==> src/ncl_pkg.sv <==
// Constants, field layout and carrier types for the configuration row loader.
// Assumes a 32-bit classic Wishbone bus with byte addresses.
package ncl_pkg;

  // Byte addresses of the readable words
  localparam logic [31:0] ADDR_UROW_LO = 32'h0080_4000;
  localparam logic [31:0] ADDR_UROW_HI = 32'h0080_4004;
  localparam logic [31:0] ADDR_STATUS  = 32'h0080_4010;
  localparam logic [31:0] ADDR_CAL_W0  = 32'h0080_6020;
  localparam logic [31:0] ADDR_CAL_W1  = 32'h0080_6024;
  localparam logic [31:0] ADDR_CAL_W2  = 32'h0080_6028;
  localparam logic [31:0] ADDR_CAL_W3  = 32'h0080_602c;
  localparam logic [31:0] ADDR_SN_W0   = 32'h0080_a00c;
  localparam logic [31:0] ADDR_SN_W1   = 32'h0080_a040;
  localparam logic [31:0] ADDR_SN_W2   = 32'h0080_a044;
  localparam logic [31:0] ADDR_SN_W3   = 32'h0080_a048;

  // Value of an unprogrammed user row
  localparam logic [63:0] UROW_DEFAULT = 64'hffff_005a_d8e0_e277;

  // User row field positions
  localparam int BOOT_LSB   = 0;
  localparam int BOOT_MSB   = 2;
  localparam int EE_LSB     = 4;
  localparam int EE_MSB     = 6;
  localparam int BODL_LSB   = 8;
  localparam int BODL_MSB   = 13;
  localparam int BODEN_BIT  = 14;
  localparam int BODA_LSB   = 15;
  localparam int BODA_MSB   = 16;
  localparam int CBOD_LSB   = 17;
  localparam int CBOD_MSB   = 24;
  localparam int WDTEN_BIT  = 25;
  localparam int WDTAO_BIT  = 26;
  localparam int WPER_LSB   = 27;
  localparam int WPER_MSB   = 30;
  localparam int WWIN_LSB   = 31;
  localparam int WWIN_MSB   = 34;
  localparam int WEW_LSB    = 35;
  localparam int WEW_MSB    = 38;
  localparam int WWEN_BIT   = 39;
  localparam int BODH_BIT   = 40;
  localparam int CBOD_X_BIT = 41;
  localparam int LOCK_LSB   = 48;
  localparam int LOCK_MSB   = 63;

  // Status word bit positions
  localparam int ST_READY_BIT   = 0;
  localparam int ST_PENDING_BIT = 1;

  typedef enum {ST_RESET, ST_LOAD_CAL, ST_LOAD_ROW, ST_READY} ncl_state_t;

  // Power-on settings handed to the consuming modules
  typedef struct packed {
    logic [2:0]  boot_protect_size;
    logic [2:0]  eeprom_size;
    logic [5:0]  bod_level;
    logic        bod_enable;
    logic [1:0]  bod_action;
    logic        bod_hysteresis;
    logic [8:0]  core_bod_cfg;
    logic        wdt_enable;
    logic        wdt_always_on;
    logic        wdt_window_enable;
    logic [3:0]  wdt_period;
    logic [3:0]  wdt_window;
    logic [3:0]  early_warning_offset;
    logic [15:0] region_lock;
  } ncl_cfg_t;

endpackage

==> src/ncl_loader.sv <==
// Configuration and calibration space: startup loader plus Wishbone read/write port.
// Assumes a classic Wishbone master on clk_i and consumers that sample the
// configuration outputs once cfg_valid_o is high.
//
// Register access over Wishbone was decided locally.
`timescale 1ns/100ps

// What this block does
// RULE1 - At startup copy the automatic calibration row into its target register unaided.
// RULE2 - Load the user row at power-on; software reads it at its fixed address.
// RULE3 - A rewritten user row takes effect only after the next reset.
// RULE4 - User row bits 2:0 give the boot-protected size, default 7.
// RULE5 - User row bits 6:4 give the emulated EEPROM size, default 7.
// RULE6 - User row bits 13:8 give the supply brown-out threshold, default 0x22.
// RULE7 - Supply brown-out enable bit 14, action bits 16:15, hysteresis bit 40.
// RULE8 - Software rewriting the row keeps core brown-out bits 24:17 and 41.
// RULE9 - Watchdog enable bit 25, always-on bit 26, window enable bit 39, default 0.
// RULE10 - Watchdog period 30:27, window 34:31, early warning 38:35 from the row.
// RULE11 - User row bits 63:48 hold one flash region lock bit each, default 0xFFFF.
// RULE12 - Software calibration area is readable and ignores every write.
// RULE13 - Software copies converter linearity and bias bits into the converter.
// RULE14 - Software copies oscillator bits 44:38 and loop coarse bits 63:58.
// RULE15 - A 128-bit serial number is readable as four words at fixed addresses.
// RULE16 - Software uses all 128 serial bits for uniqueness.
// RULE17 - Reserved row bits are ignored by logic and kept by software.
module ncl_loader #(
  parameter logic [31:0]  AUTO_CAL_ROW  = 32'h1234_5678, // Arbitrary value
  parameter logic [127:0] SW_CAL_AREA   = 128'h0000_0000_0000_0000_fc1a_5f42_0000_0000,
  parameter logic [127:0] SERIAL_NUMBER = 128'h0123_4567_89ab_cdef_0f1e_2d3c_4b5a_6978
) (
  input  wire logic             clk_i,
  input  wire logic             rst_i,
  input  wire logic             cyc_i,
  input  wire logic             stb_i,
  input  wire logic             we_i,
  input  wire logic [31:0]      adr_i,
  input  wire logic [3:0]       sel_i,
  input  wire logic [31:0]      dat_i,
  output logic      [31:0]      dat_o,
  output logic                  ack_o,
  output logic                  err_o,
  output ncl_pkg::ncl_cfg_t     cfg_o,
  output logic      [31:0]      auto_cal_o,
  output logic                  cfg_valid_o,
  output logic                  row_pending_o
);

  // Non-volatile copy of the user row; it survives rst_i like flash does
  logic [63:0]             urow_store_r = ncl_pkg::UROW_DEFAULT;
  logic [63:0]             urow_store_nxt;
  // Settings in force since the last reset
  ncl_pkg::ncl_cfg_t       cfg_r;
  ncl_pkg::ncl_cfg_t       cfg_nxt;
  logic [31:0]             auto_cal_r;
  logic [31:0]             auto_cal_nxt;
  ncl_pkg::ncl_state_t     state_r;
  ncl_pkg::ncl_state_t     state_nxt;
  logic                    pending_r;
  logic                    pending_nxt;
  logic                    ack_r;
  logic                    err_r;
  logic [31:0]             dat_r;
  logic [31:0]             dat_nxt;

  // Split a user row into the settings the consumers need
  function automatic ncl_pkg::ncl_cfg_t decode_row(input logic [63:0] row);
    ncl_pkg::ncl_cfg_t c;
    c.boot_protect_size    = row[ncl_pkg::BOOT_MSB:ncl_pkg::BOOT_LSB];    // RULE4
    c.eeprom_size          = row[ncl_pkg::EE_MSB:ncl_pkg::EE_LSB];        // RULE5
    c.bod_level            = row[ncl_pkg::BODL_MSB:ncl_pkg::BODL_LSB];    // RULE6
    c.bod_enable           = row[ncl_pkg::BODEN_BIT];                     // RULE7
    c.bod_action           = row[ncl_pkg::BODA_MSB:ncl_pkg::BODA_LSB];    // RULE7
    c.bod_hysteresis       = row[ncl_pkg::BODH_BIT];                      // RULE7
    // Production-set core brown-out settings pass through untouched
    c.core_bod_cfg         = {row[ncl_pkg::CBOD_X_BIT],
                              row[ncl_pkg::CBOD_MSB:ncl_pkg::CBOD_LSB]};
    c.wdt_enable           = row[ncl_pkg::WDTEN_BIT];                     // RULE9
    c.wdt_always_on        = row[ncl_pkg::WDTAO_BIT];                     // RULE9
    c.wdt_window_enable    = row[ncl_pkg::WWEN_BIT];                      // RULE9
    c.wdt_period           = row[ncl_pkg::WPER_MSB:ncl_pkg::WPER_LSB];    // RULE10
    c.wdt_window           = row[ncl_pkg::WWIN_MSB:ncl_pkg::WWIN_LSB];    // RULE10
    c.early_warning_offset = row[ncl_pkg::WEW_MSB:ncl_pkg::WEW_LSB];      // RULE10
    c.region_lock          = row[ncl_pkg::LOCK_MSB:ncl_pkg::LOCK_LSB];    // RULE11
    return c;
  endfunction

  // Byte-lane merge of a write into one stored word
  function automatic logic [31:0] merge_word(input logic [31:0] old_w,
                                             input logic [31:0] new_w,
                                             input logic [3:0]  sel);
    logic [31:0] m;
    m = old_w;
    for (int i = 0; i < 4; i++) begin
      if (sel[i]) begin
        m[i*8 +: 8] = new_w[i*8 +: 8];
      end
    end
    return m;
  endfunction

  // Address decode
  wire logic hit_urow_lo = (adr_i == ncl_pkg::ADDR_UROW_LO);
  wire logic hit_urow_hi = (adr_i == ncl_pkg::ADDR_UROW_HI);
  wire logic hit_status  = (adr_i == ncl_pkg::ADDR_STATUS);
  wire logic hit_cal0    = (adr_i == ncl_pkg::ADDR_CAL_W0);
  wire logic hit_cal1    = (adr_i == ncl_pkg::ADDR_CAL_W1);
  wire logic hit_cal2    = (adr_i == ncl_pkg::ADDR_CAL_W2);
  wire logic hit_cal3    = (adr_i == ncl_pkg::ADDR_CAL_W3);
  wire logic hit_sn0     = (adr_i == ncl_pkg::ADDR_SN_W0);
  wire logic hit_sn1     = (adr_i == ncl_pkg::ADDR_SN_W1);
  wire logic hit_sn2     = (adr_i == ncl_pkg::ADDR_SN_W2);
  wire logic hit_sn3     = (adr_i == ncl_pkg::ADDR_SN_W3);
  wire logic hit_cal     = hit_cal0 | hit_cal1 | hit_cal2 | hit_cal3;
  wire logic hit_sn      = hit_sn0 | hit_sn1 | hit_sn2 | hit_sn3;
  wire logic hit_any     = hit_urow_lo | hit_urow_hi | hit_status | hit_cal | hit_sn;

  // Requests wait until the startup load has finished
  wire logic loader_ready = (state_r == ncl_pkg::ST_READY);
  wire logic req          = cyc_i & stb_i & ~ack_r & ~err_r & loader_ready;
  wire logic req_ok       = req & hit_any;
  wire logic req_bad      = req & ~hit_any;
  wire logic wr_urow_lo   = req_ok & we_i & hit_urow_lo;
  wire logic wr_urow_hi   = req_ok & we_i & hit_urow_hi;

  wire logic [31:0] status_word = {{30{1'b0}}, pending_r, loader_ready};

  // Read data: serial number and calibration words come straight from constants
  assign dat_nxt =
      hit_urow_lo ? urow_store_r[31:0]                         :  // RULE2
      hit_urow_hi ? urow_store_r[63:32]                        :  // RULE2
      hit_status  ? status_word                                :
      hit_cal0    ? SW_CAL_AREA[31:0]                          :  // RULE12
      hit_cal1    ? SW_CAL_AREA[63:32]                         :  // RULE12
      hit_cal2    ? SW_CAL_AREA[95:64]                         :  // RULE12
      hit_cal3    ? SW_CAL_AREA[127:96]                        :  // RULE12
      hit_sn0     ? SERIAL_NUMBER[31:0]                        :  // RULE15
      hit_sn1     ? SERIAL_NUMBER[63:32]                       :  // RULE15
      hit_sn2     ? SERIAL_NUMBER[95:64]                       :  // RULE15
      hit_sn3     ? SERIAL_NUMBER[127:96]                      :  // RULE15
                    32'h0000_0000;

  // Stored row changes on software writes; the loaded settings do not
  assign urow_store_nxt = {
      wr_urow_hi ? merge_word(urow_store_r[63:32], dat_i, sel_i) : urow_store_r[63:32],
      wr_urow_lo ? merge_word(urow_store_r[31:0],  dat_i, sel_i) : urow_store_r[31:0]};

  // Startup sequence
  always_comb begin
    state_nxt    = state_r;
    cfg_nxt      = cfg_r;
    auto_cal_nxt = auto_cal_r;
    case (state_r)
      ncl_pkg::ST_RESET: begin
        state_nxt = ncl_pkg::ST_LOAD_CAL;
      end
      ncl_pkg::ST_LOAD_CAL: begin
        auto_cal_nxt = AUTO_CAL_ROW;                    // RULE1
        state_nxt    = ncl_pkg::ST_LOAD_ROW;
      end
      ncl_pkg::ST_LOAD_ROW: begin
        cfg_nxt   = decode_row(urow_store_r);           // RULE2
        state_nxt = ncl_pkg::ST_READY;
      end
      ncl_pkg::ST_READY: begin
        state_nxt = ncl_pkg::ST_READY;                  // RULE3
      end
      default: begin
        state_nxt = ncl_pkg::ST_RESET;
      end
    endcase
  end

  // Pending: the stored row has been written since the startup load, even with unchanged data
  assign pending_nxt = (wr_urow_lo | wr_urow_hi) ? 1'b1 : pending_r;  // RULE3

  always_ff @(posedge clk_i) begin
    urow_store_r <= urow_store_nxt;
  end

  always_ff @(posedge clk_i) begin
    if (rst_i) begin
      state_r    <= ncl_pkg::ST_RESET;
      cfg_r      <= decode_row(ncl_pkg::UROW_DEFAULT);
      auto_cal_r <= 32'h0000_0000;
      pending_r  <= 1'b0;
    end else begin
      state_r    <= state_nxt;
      cfg_r      <= cfg_nxt;
      auto_cal_r <= auto_cal_nxt;
      pending_r  <= pending_nxt;
    end
  end

  // Bus answer: one cycle after the request is taken, dropped the cycle after
  always_ff @(posedge clk_i) begin
    if (rst_i) begin
      ack_r <= 1'b0;
      err_r <= 1'b0;
      dat_r <= 32'h0000_0000;
    end else begin
      ack_r <= req_ok;                                  // RULE12
      err_r <= req_bad;
      dat_r <= (req_ok & ~we_i) ? dat_nxt : 32'h0000_0000;
    end
  end

  assign dat_o         = dat_r;
  assign ack_o         = ack_r;
  assign err_o         = err_r;
  assign cfg_o         = cfg_r;
  assign auto_cal_o    = auto_cal_r;
  assign cfg_valid_o   = loader_ready;
  assign row_pending_o = pending_r;

endmodule // ncl_loader

==> config.mk <==
export PLATFORM = sky130hd
export DESIGN_NAME = ncl_loader
export DESIGN_NICKNAME = d
export VERILOG_FILES = /design/src/ncl_pkg.sv /design/src/ncl_loader.sv
export SDC_FILE = /design/constraint.sdc
export NUM_CORES = 1
export LEC_CHECK = 0
export BUFFER_PORTS_ARGS = -buffer_cell sky130_fd_sc_hd__buf_2
export CORE_MARGIN = 2
export CORE_UTILIZATION = 30
export DETAILED_ROUTE_END_ITERATION = 10
export SKIP_CTS_REPAIR_TIMING = 1
export SYNTH_ARGS = -nofsm -noshare
export SYNTH_HDL_FRONTEND = slang
export SYNTH_SLANG_ARGS = --single-unit
==> constraint.sdc <==
create_clock -name clk_i -period 2.6 [get_ports clk_i]
set_clock_uncertainty 0.2 [all_clocks]
set_input_delay 0.65 -clock clk_i [delete_from_list [all_inputs] [get_ports clk_i]]
set_output_delay 0.65 -clock clk_i [all_outputs]
set_load 0.02 [all_outputs]
==> metrics.md <==
| Metric | Value |
|---|---|
| Status | completed |
| Clk pin slew, worst setup/hold paths | 0.07 ns |
| CTS root buffer | clkbuf_16 |
| Worst path required time | 2.70 ns |
| Tot GR Track Use | 17.5% |
| Leakage power | 3.41 nW |
| Drt first pass iters | 5 |
| Wire per inst | 17.9 um |
| Initial Utilization | 30.7% |
| Max clock buf depth | 2 |
| # Max-Cap Violations | 0 |
| Startpoint Class | input port |
| Routed Antenna Nets | 0 |
| Worst setup path start | adr_i[22] |
| Largest cells by area after synthesis | edfxtp_1 31%, dfxtp_1 30%, nand2_1 8.0% |
| Num CTS Buffers | 17 |
| Vias in the first global route | 4940 |
| Sequential share of power | 47.1% |
| DIE HEIGHT | 148 um |
| Nets | 861 |
| Synth cell count leaders | 133 x nand2_1, 94 x dfxtp_1, 64 x edfxtp_1, 37 x nand3b_1, 33 x nor2_1 |
| First-pass GRT wire length | 28500 um |
| H-tree depth | 4 |
| Post-route minimum period | 2.45 ns |
| NetSw | 1.43 mW |
| Setup crit end kind | register |
| Register-to-Register Setup Slack | 0.33 ns |
| Mapped Area | 0.00624 sq mm |
| WS Path Type | input port to register |
| P&R area growth vs syn | 33.7% |
| Vias | 5032 |
| Synth top area share | 30.8% |
| Layout cells sized above 1 | 37.8% |
| Combinational share of power | 9.0% |
| Detailed placement HPWL | 14400 um |
| Maximum VDD drop | 0.000430 V |
| Setup repair after global routing missed its margin | no |
| Int Pwr | 4.25 mW |
| CTS tree | done |
| Synth warn | 0 |
| Worst-margin pin slew | 0.737 ns |
| Pre-CTS setup slack | -0.337 ns |
| Largest net degree at the start of global routing | 63 |
| Ys async rst share | 0% |
| Number of vias per cell | 4.68 |
| Hold Violations, Final | 0 |
| Sequential area share after synthesis | 61.0% |
| Placed instance area | 0.00772 sq mm |
| Die Area | 0.0220 sq mm |
| Period Utilization, post-route | 94.4% |
| Switching part of the total | 25.2% |
| I/O pin cnt | 197 |
| RR Startpoint | state_r[0]$_SDFF_PP0_ |
| Final Wtd Congestion | 0.859 |
| CP Max Fanout | 3 |
| Rows | 52 |
| Relative slew margins | 50.9% |
| Drt first-iter violations | 384 |
| Clk pwr share | 43.9% |
| Hold crit path type | input port to register |
| Initial antenna violation count | 8 |
| Crit path DAT | 2.56 ns |
| Post-synth EDFFs | 64 |
| Die W | 148 um |
| Cell taking the most area after synthesis | edfxtp_1 |
| Total power per unit cell area | 681 mW/mm^2 |
| Clock sink total | 158 |
| Yosys reg bits | 158 |
| Highest clock rate | 0.407 GHz |
| Post-synthesis cell type count | 49 |
| Average size of a mapped cell | 10.9 sq um |
| PortBufs | 177 |
| Main synth FF type | dfxtp_1 |
| Post-layout instance area | 0.00834 sq mm |
| Top-count cell post-synth | nand2_1 |
| Core ar. | 0.0203 sq mm |
| Worst setup margin | 0.145 ns |
| Detailed Route WL | 19300 um |
| Residual DRC | 0 |
| Final setup viols | 0 |
| Worst skew pair latency | 0.43 ns |
| Post-Syn Instances | 573 |
| GR Overflow Total | 0 |
| Pins Over Slew Limit | 0 |
| Hold Startpoint | dat_i[19] |
[registers in the layout (all words and copies together), names as in the netlist]
name	cells
urow_store_r	64
cfg_o	56
dat_o	32
state_r	2
ack_o	1
auto_cal_o	1
err_o	1
row_pending_o	1
[per-layer routing]
layer	vias up	part of all wire (%)	global-route usage, %	routed length (um)
met2	182	47	27.8	9090
li1	2425	-	-	-
met1	2387	43	22.2	8310
met5	-	0.29	0	55
met4	8	1.5	5.14	283
met3	30	8.1	6.41	1560
[cell usage in the layout (no fill, tap or decap), drive strengths merged, types with 6 or more instances in the layout]
cell type / netlist / routed
a211oi: 6 / 6
nand2: 133 / 133
nor2: 34 / 34
a221oi: 11 / 11
a2111oi: 16 / 16
nor4: 9 / 9
nand3b: 37 / 37
and3: 9 / 9
nand4: 6 / 6
inv: 4 / 9
a21oi: 24 / 24
conb: 1 / 19
edfxtp: 64 / 64
dfxtp: 94 / 94
clkinv: 0 / 6
nor3: 19 / 19
clkbuf: 19 / 17
buf: 46 / 243
[worst max-delay path: stages]
cell and delay [ns]:
buf_2 0.11, nor4_4 0.35, nand4_1 0.25, buf_4 0.20, nor3_2 0.29, nor4_1 0.13, buf_4 0.18, a2111oi_1 0.38
[power groups by stage]
stage | Combinational [mW] | Sequential [mW] | Clock [mW]
global placement | 0.515 | 2.72 | 0
global route | 0.562 | 2.68 | 2.63
finish | 0.513 | 2.67 | 2.49
CTS | 0.521 | 2.67 | 2.53
detailed placement | 0.518 | 2.73 | 0
floorplan | 0.250 | 2.80 | 0
[stage by stage]
stage	std cells	hold WS, ns	utilization [%]	power (mW)	setup TNS (ns)
after CTS	1071	0.186	40.9	5.73	0
after global routing	1072	0.193	41.0	5.88	0
after floorplan	591	0.247	-	3.05	-0.501
after global placement	1039	0.241	38.1	3.24	-13.91
after detailed placement	1039	0.244	38.1	3.24	-15.42
final	1075	0.202	41.1	5.68	0
[cell families after synthesis]
logic type / share of synthesized area (%)
AND/OR/NAND/NOR: 23.3
flip-flops: 61.0
AO/OA/AOI/OAI: 9.03
buffers and inverters: 6.52
XOR/XNOR: 0.140
other: 0.0601
[path summary, 6_finish.rpt]
kind                                 to  depth (start not counted)
max reg2reg        dat_o[21]$_SDFF_PP0_                          5
min          urow_store_r[51]$_DFFE_PP_                          1
min reg2reg      cfg_o[23]$_SDFFE_PP0N_                          2
max                dat_o[19]$_SDFF_PP0_                          8
[area by class of cell]
cell class / count / area [sq um]
Inverter: 4 / 15.0
Sequential cell: 158 / 3800
Timing Repair Buffer: 243 / 1440
Antenna cell: 4 / 10.0
Clock buffer: 17 / 425
Multi-Input combinational cell: 364 / 2140
Fill cell: 2019 / 12000
Clock inverter: 15 / 160
Tap cell: 270 / 338
No activity file was read; power rests on OpenSTA's default activity.
